===== src/logic/sse_pkg.sv =====
// shared constants and types for the subtract, swap and stop executor
package sse_pkg;

  // ==========================================================
  // opcodes
  localparam logic [7:0] OPC_STOP = 8'h7F;
  localparam logic [7:0] OPC_SUB_RR_W = 8'h22;
  localparam logic [7:0] OPC_SUB_RI_W = 8'h23;
  localparam logic [7:0] OPC_SUB_RR = 8'h24;
  localparam logic [7:0] OPC_SUB_RI = 8'h25;
  localparam logic [7:0] OPC_SUB_IM = 8'h26;
  localparam logic [7:0] OPC_SWAP_R = 8'hF0;
  localparam logic [7:0] OPC_SWAP_IR = 8'hF1;

  // ==========================================================
  // cycle counts per instruction
  localparam logic [2:0] CYC_STOP = 3'h4;
  localparam logic [2:0] CYC_SHORT = 3'h4;
  localparam logic [2:0] CYC_LONG = 3'h6;

  // ==========================================================
  // flag bit positions in the flag register
  localparam int FLG_C = 7;
  localparam int FLG_Z = 6;
  localparam int FLG_S = 5;
  localparam int FLG_V = 4;
  localparam int FLG_D = 3;
  localparam int FLG_H = 2;

  // ==========================================================
  // reset values
  localparam logic [7:0] BYTE_RST = 8'h00;
  localparam logic [2:0] CNT_RST = 3'h0;

  // ==========================================================
  // executor states
  typedef enum logic [1:0]
  {
    SSE_IDLE = 2'b00,
    SSE_RUN = 2'b01,
    SSE_STOP = 2'b10
  } sse_state_t;

endpackage : sse_pkg


===== src/logic/sse_exec.sv =====
// executor for stop, subtract and nibble swap between decoder and regs
`timescale 1ns/1ns

module sse_exec
  import sse_pkg::*;
(
  input wire logic clk,
  input wire logic rst_n,
  input wire logic instr_valid,
  output logic instr_ready,
  input wire logic [7:0] opcode,
  input wire logic [7:0] op_byte1,
  input wire logic [7:0] op_byte2,
  input wire logic [3:0] work_base,
  output logic instr_done,
  output logic rf_rd_en,
  output logic [7:0] rf_rd_addr,
  input wire logic [7:0] rf_rd_data,
  output logic rf_we,
  output logic [7:0] rf_wr_addr,
  output logic [7:0] rf_wr_data,
  input wire logic [7:0] flags_in,
  output logic flags_we,
  output logic [7:0] flags_out,
  input wire logic ext_int,
  output logic cpu_clk_en,
  output logic sys_clk_en,
  output logic stopped
);

  // ==========================================================
  // decode helpers
  function automatic logic known_op(input logic [7:0] op);
    known_op = (op == OPC_STOP) || (op == OPC_SUB_RR_W) ||
               (op == OPC_SUB_RI_W) || (op == OPC_SUB_RR) ||
               (op == OPC_SUB_RI) || (op == OPC_SUB_IM) ||
               (op == OPC_SWAP_R) || (op == OPC_SWAP_IR);
  endfunction : known_op

  function automatic logic [2:0] op_cycles(input logic [7:0] op);
    if (op == OPC_STOP)
      op_cycles = CYC_STOP;
    else if ((op == OPC_SUB_RR_W) || (op == OPC_SWAP_R) ||
             (op == OPC_SWAP_IR))
      op_cycles = CYC_SHORT;
    else
      op_cycles = CYC_LONG;
  endfunction : op_cycles

  function automatic logic [7:0] wreg(input logic [3:0] base,
                                      input logic [3:0] nib);
    wreg = {base, nib};
  endfunction : wreg

  sse_state_t state;
  logic [2:0] cnt;
  logic [2:0] last;
  logic is_stop;
  logic is_swap;
  logic src_ind;
  logic dst_ind;
  logic use_imm;
  logic [7:0] src_addr;
  logic [7:0] dst_addr;
  logic [7:0] src_val;
  logic take;
  logic wake;
  logic running;
  logic [7:0] alu_result;
  logic [7:0] alu_flags;
  logic src_step1;
  logic src_step2;
  logic dst_ptr_step;
  logic dst_step;

  // ==========================================================
  // wake pin synchroniser
  sse_wake_sync u_wake
  (
    .clk(clk),
    .rst_n(rst_n),
    .ext_int(ext_int),
    .int_sync(wake)
  );

  // ==========================================================
  // handshake and stage decode
  assign instr_ready = (state == SSE_IDLE);
  assign take = instr_valid && instr_ready && known_op(opcode);
  assign running = (state == SSE_RUN);
  assign instr_done = running && (cnt == last);
  assign src_step1 = running && !is_stop && !is_swap && !use_imm &&
                     (cnt == 3'h1);
  assign src_step2 = running && !is_swap && src_ind && (cnt == 3'h2);
  assign dst_ptr_step = running && is_swap && dst_ind && (cnt == 3'h1);
  // destination is always fetched the cycle before write-back
  assign dst_step = running && !is_stop && (cnt == last - 3'h1);

  // register file read port, combinational data back
  always_comb
  begin
    rf_rd_en = 1'b0;
    rf_rd_addr = BYTE_RST;
    if (src_step1 || src_step2)
    begin
      rf_rd_en = 1'b1;
      rf_rd_addr = src_addr;
    end
    else if (dst_ptr_step || dst_step)
    begin
      rf_rd_en = 1'b1;
      rf_rd_addr = dst_addr;
    end
  end

  // ==========================================================
  // datapath
  sse_alu u_alu
  (
    .do_swap(is_swap),
    .dst(rf_rd_data),
    .src(src_val),
    .flags_in(flags_in),
    .result(alu_result),
    .flags_out(alu_flags)
  );

  // ==========================================================
  // state sequencing
  always_ff @(posedge clk or negedge rst_n)
  begin
    if (!rst_n)
      state <= SSE_IDLE;
    else
    begin
      unique case (state)
        SSE_IDLE:
          if (take)
            state <= SSE_RUN;
        SSE_RUN:
          if (cnt == last)
            state <= is_stop ? SSE_STOP : SSE_IDLE;
        SSE_STOP:
          if (wake)
            state <= SSE_IDLE;
        default:
          state <= SSE_IDLE;
      endcase
    end
  end

  // cycle counter, cycle 0 is the accept cycle
  always_ff @(posedge clk or negedge rst_n)
  begin
    if (!rst_n)
      cnt <= CNT_RST;
    else if (take)
      cnt <= 3'h1;
    else if (running)
      cnt <= cnt + 3'h1;
    else
      cnt <= CNT_RST;
  end

  // ==========================================================
  // instruction capture and operand resolution
  always_ff @(posedge clk or negedge rst_n)
  begin
    if (!rst_n)
    begin
      last <= CNT_RST;
      is_stop <= 1'b0;
      is_swap <= 1'b0;
      src_ind <= 1'b0;
      dst_ind <= 1'b0;
      use_imm <= 1'b0;
      src_addr <= BYTE_RST;
      dst_addr <= BYTE_RST;
    end
    else if (take)
    begin
      last <= op_cycles(opcode) - 3'h1;
      is_stop <= (opcode == OPC_STOP);
      is_swap <= (opcode == OPC_SWAP_R) || (opcode == OPC_SWAP_IR);
      src_ind <= (opcode == OPC_SUB_RI_W) || (opcode == OPC_SUB_RI);
      dst_ind <= (opcode == OPC_SWAP_IR);
      use_imm <= (opcode == OPC_SUB_IM);
      if ((opcode == OPC_SUB_RR_W) || (opcode == OPC_SUB_RI_W))
      begin
        dst_addr <= wreg(work_base, op_byte1[7:4]);
        src_addr <= wreg(work_base, op_byte1[3:0]);
      end
      else if ((opcode == OPC_SUB_RR) || (opcode == OPC_SUB_RI))
      begin
        src_addr <= op_byte1;
        dst_addr <= op_byte2;
      end
      else
      begin
        dst_addr <= op_byte1;
        src_addr <= BYTE_RST;
      end
    end
    else
    begin
      // pointer replaces the register address for indirect forms
      if (src_step1 && src_ind)
        src_addr <= rf_rd_data;
      if (dst_ptr_step)
        dst_addr <= rf_rd_data;
    end
  end

  // source operand latch
  always_ff @(posedge clk or negedge rst_n)
  begin
    if (!rst_n)
      src_val <= BYTE_RST;
    else if (take)
      src_val <= op_byte2; // immediate byte, overwritten for the register-source subtract forms
    else if ((src_step1 && !src_ind) || src_step2)
      src_val <= rf_rd_data;
  end

  // ==========================================================
  // write-back, lands on the final cycle; stop never writes
  always_ff @(posedge clk or negedge rst_n)
  begin
    if (!rst_n)
    begin
      rf_we <= 1'b0;
      flags_we <= 1'b0;
      rf_wr_addr <= BYTE_RST;
      rf_wr_data <= BYTE_RST;
      flags_out <= BYTE_RST;
    end
    else
    begin
      rf_we <= dst_step;
      flags_we <= dst_step;
      if (dst_step)
      begin
        rf_wr_addr <= dst_addr;
        rf_wr_data <= alu_result;
        flags_out <= alu_flags;
      end
    end
  end

  // ==========================================================
  // clock enables: registers keep value because no write strobe is raised while stopped; clk keeps running
  assign stopped = (state == SSE_STOP);
  assign cpu_clk_en = !stopped;
  assign sys_clk_en = !stopped;
endmodule : sse_exec


===== src/logic/sse_wake_sync.sv =====
// two-stage synchroniser for the external wake-up interrupt pin
`timescale 1ns/1ns
module sse_wake_sync
(
  input wire logic clk,
  input wire logic rst_n,
  input wire logic ext_int,
  output logic int_sync
);

  logic meta;

  // first stage feeds only the second stage
  always_ff @(posedge clk or negedge rst_n)
  begin
    if (!rst_n)
    begin
      meta <= 1'b0;
      int_sync <= 1'b0;
    end
    else
    begin
      meta <= ext_int;
      int_sync <= meta;
    end
  end

endmodule : sse_wake_sync


===== src/logic/sse_alu.sv =====
// subtract and nibble-swap datapath with flag generation
`timescale 1ns/1ns
module sse_alu
  import sse_pkg::*;
(
  input wire logic do_swap,
  input wire logic [7:0] dst,
  input wire logic [7:0] src,
  input wire logic [7:0] flags_in,
  output logic [7:0] result,
  output logic [7:0] flags_out
);

  logic [8:0] sum;
  logic [4:0] low_sum;

  // ==========================================================
  // dst + ~src + 1, so carry out means no borrow
  always_comb
  begin
    sum = {1'b0, dst} + {1'b0, ~src} + 9'h001;
    low_sum = {1'b0, dst[3:0]} + {1'b0, ~src[3:0]} + 5'h01;
    flags_out = flags_in;
    if (do_swap)
    begin
      result = {dst[3:0], dst[7:4]};
      // carry and overflow left as they were; d and h untouched
      flags_out[FLG_Z] = (result == 8'h00);
      flags_out[FLG_S] = result[7];
    end
    else
    begin
      result = sum[7:0];
      flags_out[FLG_C] = ~sum[8];
      flags_out[FLG_Z] = (result == 8'h00);
      flags_out[FLG_S] = result[7];
      flags_out[FLG_V] = (dst[7] != src[7]) && (result[7] == src[7]);
      flags_out[FLG_D] = 1'b1;
      flags_out[FLG_H] = ~low_sum[4];
    end
  end

endmodule : sse_alu


===== config.mk =====
export PLATFORM = sky130hd
export DESIGN_NAME = sse_exec
export DESIGN_NICKNAME = d
export VERILOG_FILES = /design/src/logic/sse_pkg.sv /design/src/logic/sse_exec.sv /design/src/logic/sse_wake_sync.sv /design/src/logic/sse_alu.sv
export SDC_FILE = /design/constraint.sdc
export NUM_CORES = 1
export LEC_CHECK = 0
export ABC_AREA = 1
export BUFFER_PORTS_ARGS = -buffer_cell sky130_fd_sc_hd__buf_4
export CAP_MARGIN = 40
export CORE_MARGIN = 1
export CORE_UTILIZATION = 35
export DETAILED_ROUTE_END_ITERATION = 10
export PLACE_DENSITY = 0.59
export SLEW_MARGIN = 30
export SYNTH_ARGS = -nofsm -noshare
export SYNTH_HDL_FRONTEND = slang
export SYNTH_HIERARCHICAL = 1
export SYNTH_SLANG_ARGS = --single-unit

===== constraint.sdc =====
create_clock -name clk -period 3.3 [get_ports clk]
set_input_delay 0.165 -clock clk [delete_from_list [all_inputs] [get_ports clk]]
set_output_delay 0.165 -clock clk [all_outputs]
set_load 0.05 [all_outputs]

==> impl_metrics.toml <==
[outcome]
status = "finished clean"

[timing]
timing.final.crit_share_pct = 83.1
hold_violations = 0
slew_violations = 0
worst-slew-pin-transition_ns = 0.599
fmax_mhz = 365
max_slew_margin_pct = 60.1
skew_ns = 0.00769
rsz0062_at_grt = "false"
finalWorstPathRequiredPeriod_ns = 2.74
fin_setup_tns_ns = 0
setup_viol = 0

[routing]
post-route-drc-count = 0
drt-wirelength-per-cell_um = 14.2
via_count = 3967
via_per_inst = 4.94
drt_iter0_markers = 334
first_pass_iters = 5
ant_nets = 0
wirelength_um = 11400

[global_routing]
grt_start_max_net_pins = 65
antenna_found_initial = 0
grt_pass1_wl_um = 18200
grt_pass1_vias = 3559
grt_overflow = 0
grt_usage_pct = 19.9

[yosys]
yosysMostFrequentCell = "nand2_1"
yosysUniqueCellTypes = 32
syn-num-nets = 637
synth_flop_cell = "dfrtp_1"
async_flop_share_pct = 100
synth.top_cells.by_count = "nand2_1, nand3_1, dfrtp_1"
synth-seq-area-share_pct = 39.3
synth_top_area_cell = "dfrtp_1"
synth-warning-count = 6
synth_area_per_cell_um2 = 7.07
yosys_register_bits = 64
synth_edf_count = 0
synth_cells = 576
syn-cell-area_um2 = 4070
yosysTopAreaCellShare_pct = 39.3
synth.area.top_cells = "dfrtp_1, nand2_1, nand3_1"

[layout]
finish.net_count = 716
fillers = 1178
syn_to_final_growth_pct = 25.7
drive_gt1_share_pct = 20.0
utilization_pct = 45.0
antenna_cells = 0

[setup_path]
critPathKind = "flop to output port"
r2r.worst_path.cells = 12
endpoint_kind = "output port"
critical_path_arrival_ns = 2.58
cp-start-kind = "flop"
startpoint = "state[1]"
r2r_end = "flags_out[6]"
critPathMaxFanout = 26
r2r_slack_ns = 1.34
r2r_start = "src_val[0]"
cp.required_ns = 3.13
crit_path_end = "rf_rd_addr[0]"

[floorplan]
die_w_um = 110
fp.dieH_um = 110
initial_utilization_pct = 35.8
ios = 88
die_area_um2 = 12100
rows = 39
coreArea_um2 = 11400

[clocking]
numCtsBuffers = 9
clk_latency_ns = 0.34
postCtsResizedCells = 0
cts.sinks = 64
h-tree-depth = 3
clkTransAtPathRegs_ns = 0.06
clockRootBuffer = "clkbuf_16"
cts_tree = "yes"
clockBufferDepth = 2

[hold_path]
hold_path.class = "input port to flop"

[power_and_ir_drop]
switching_share_pct = 45.1
internal_power_mw = 2.41
p_comb_share_pct = 47.5
netSwitchingPower_mw = 1.98
total_leakage_power_nw = 2.71
power.share.sequential_pct = 28.5
pwr-share-clk_pct = 24.0
powerDensity_nw_per_um2 = 859
ir_drop_mv = 0.519

[place]
io_buffers = 85
gp_congestion = 0.868
dp_hpwl_um = 8460

[job]
drv_cap = 0
## cells in the final DEF, fill, tap and decap left out, types with 3 or more instances in the layout
cell type	count
a21oi_1	9
a31oi_1	3
buf_4	87
clkbuf_16	9
dfrtp_1	64
ha_1	12
inv_1	43
inv_2	5
nand2_1	218
nand2_2	10
nand2_4	3
nand3_1	98
nand4_1	8
nor2_1	30
nor2_2	3
o21ai_0	13
o21ai_1	13
xnor2_1	5
## kinds of logic (layout without fill, tap and decap cells)
family,Yosys count,count (layout),synth area share (%)
XOR/XNOR,7,7,1.51
AND/OR/NAND/NOR,378,378,40.6
buffers and inverters,73,157,8.64
AO/OA/AOI/OAI,41,41,5.78
flip-flops,64,64,39.3
adder cells (fa/ha/maj),13,13,4.18
## power groups by stage
| stage | Combinational [mW] | Clock, mW | Sequential [mW] |
|---|---|---|---|
| after floorplan | 1.05 | 0 | 1.72 |
| after global placement | 2.06 | 0 | 1.26 |
| after detailed placement | 2.09 | 0 | 1.27 |
| after CTS | 2.10 | 1.08 | 1.26 |
| after global routing | 2.29 | 1.11 | 1.29 |
| final | 2.09 | 1.06 | 1.25 |
## metrics by stage
stage,total power [mW],setup WS [ns],instances,area (um2),hold slack (ns)
2_1_floorplan,2.77,0.738,576,4070,-0.131
3_3_place_gp,3.32,0.919,784,4750,0.275
3_5_place_dp,3.36,0.876,784,4750,0.276
4_1_cts,4.43,0.515,802,5100,0.0188
5_1_grt,4.69,0.320,803,5120,0.0266
6_report,4.40,0.557,803,5120,0.0274
## critical path, stage by stage, from the launching register on
cell     delay (ns)
dfrtp_1        0.40
inv_1          0.10
nand2_2        0.10
inv_2          0.11
nand2_1        0.09
nor3_1         0.19
nand2_1        0.07
buf_4          0.22
inv_2          0.35
nor2_2         0.16
o21ai_0        0.21
buf_4          0.23
## how the worst min path moves through the flow
stage	start	to	slack, ns	depth (start not counted)
3_5_place_dp	ext_int	u_wake/meta	0.28	1
4_1_cts	flags_in[1]	flags_out[1]	0.02	3
3_3_place_gp	ext_int	u_wake/meta	0.27	1
6_report	flags_in[1]	flags_out[1]	0.03	3
2_1_floorplan	rst_n	cnt[0]	-0.13	0
5_1_grt	flags_in[0]	flags_out[0]	0.03	3
## final cells by class
type                       instances  area, um2  share of cell area (%)
sequential                        64       1600                    31.3
clock inverter                     6       91.3                    1.79
inverter                          51        194                    3.79
clock buffer                      10        239                    4.67
tap                              143        179                    3.50
multi-input combinational        439       2120                    41.4
timing repair buffer              90        693                    13.5
## routing by layer
layer | up-vias | wire length [um] | global-route usage [%]
met3 | 15 | 484 | 3.73
met5 | - | 0 | 0
met1 | 1832 | 5850 | 30.1
li1 | 2017 | - | -
met4 | 0 | 176 | 7.43
met2 | 103 | 4870 | 27.7
## state kept, by name (all words and copies together) (netlist names), 2 cells and up
signal / count
dst_addr: 8
rf_wr_addr: 8
rf_wr_data: 8
cnt: 3
src_val: 8
state: 2
last: 3
flags_out: 8
src_addr: 8
## timing repair
action,4_1_cts,5_1_grt
endpoints found under the hold margin,65,0
setup buffers,0,0
hold buffers,2,0
Power figures use the tool's default switching activity.
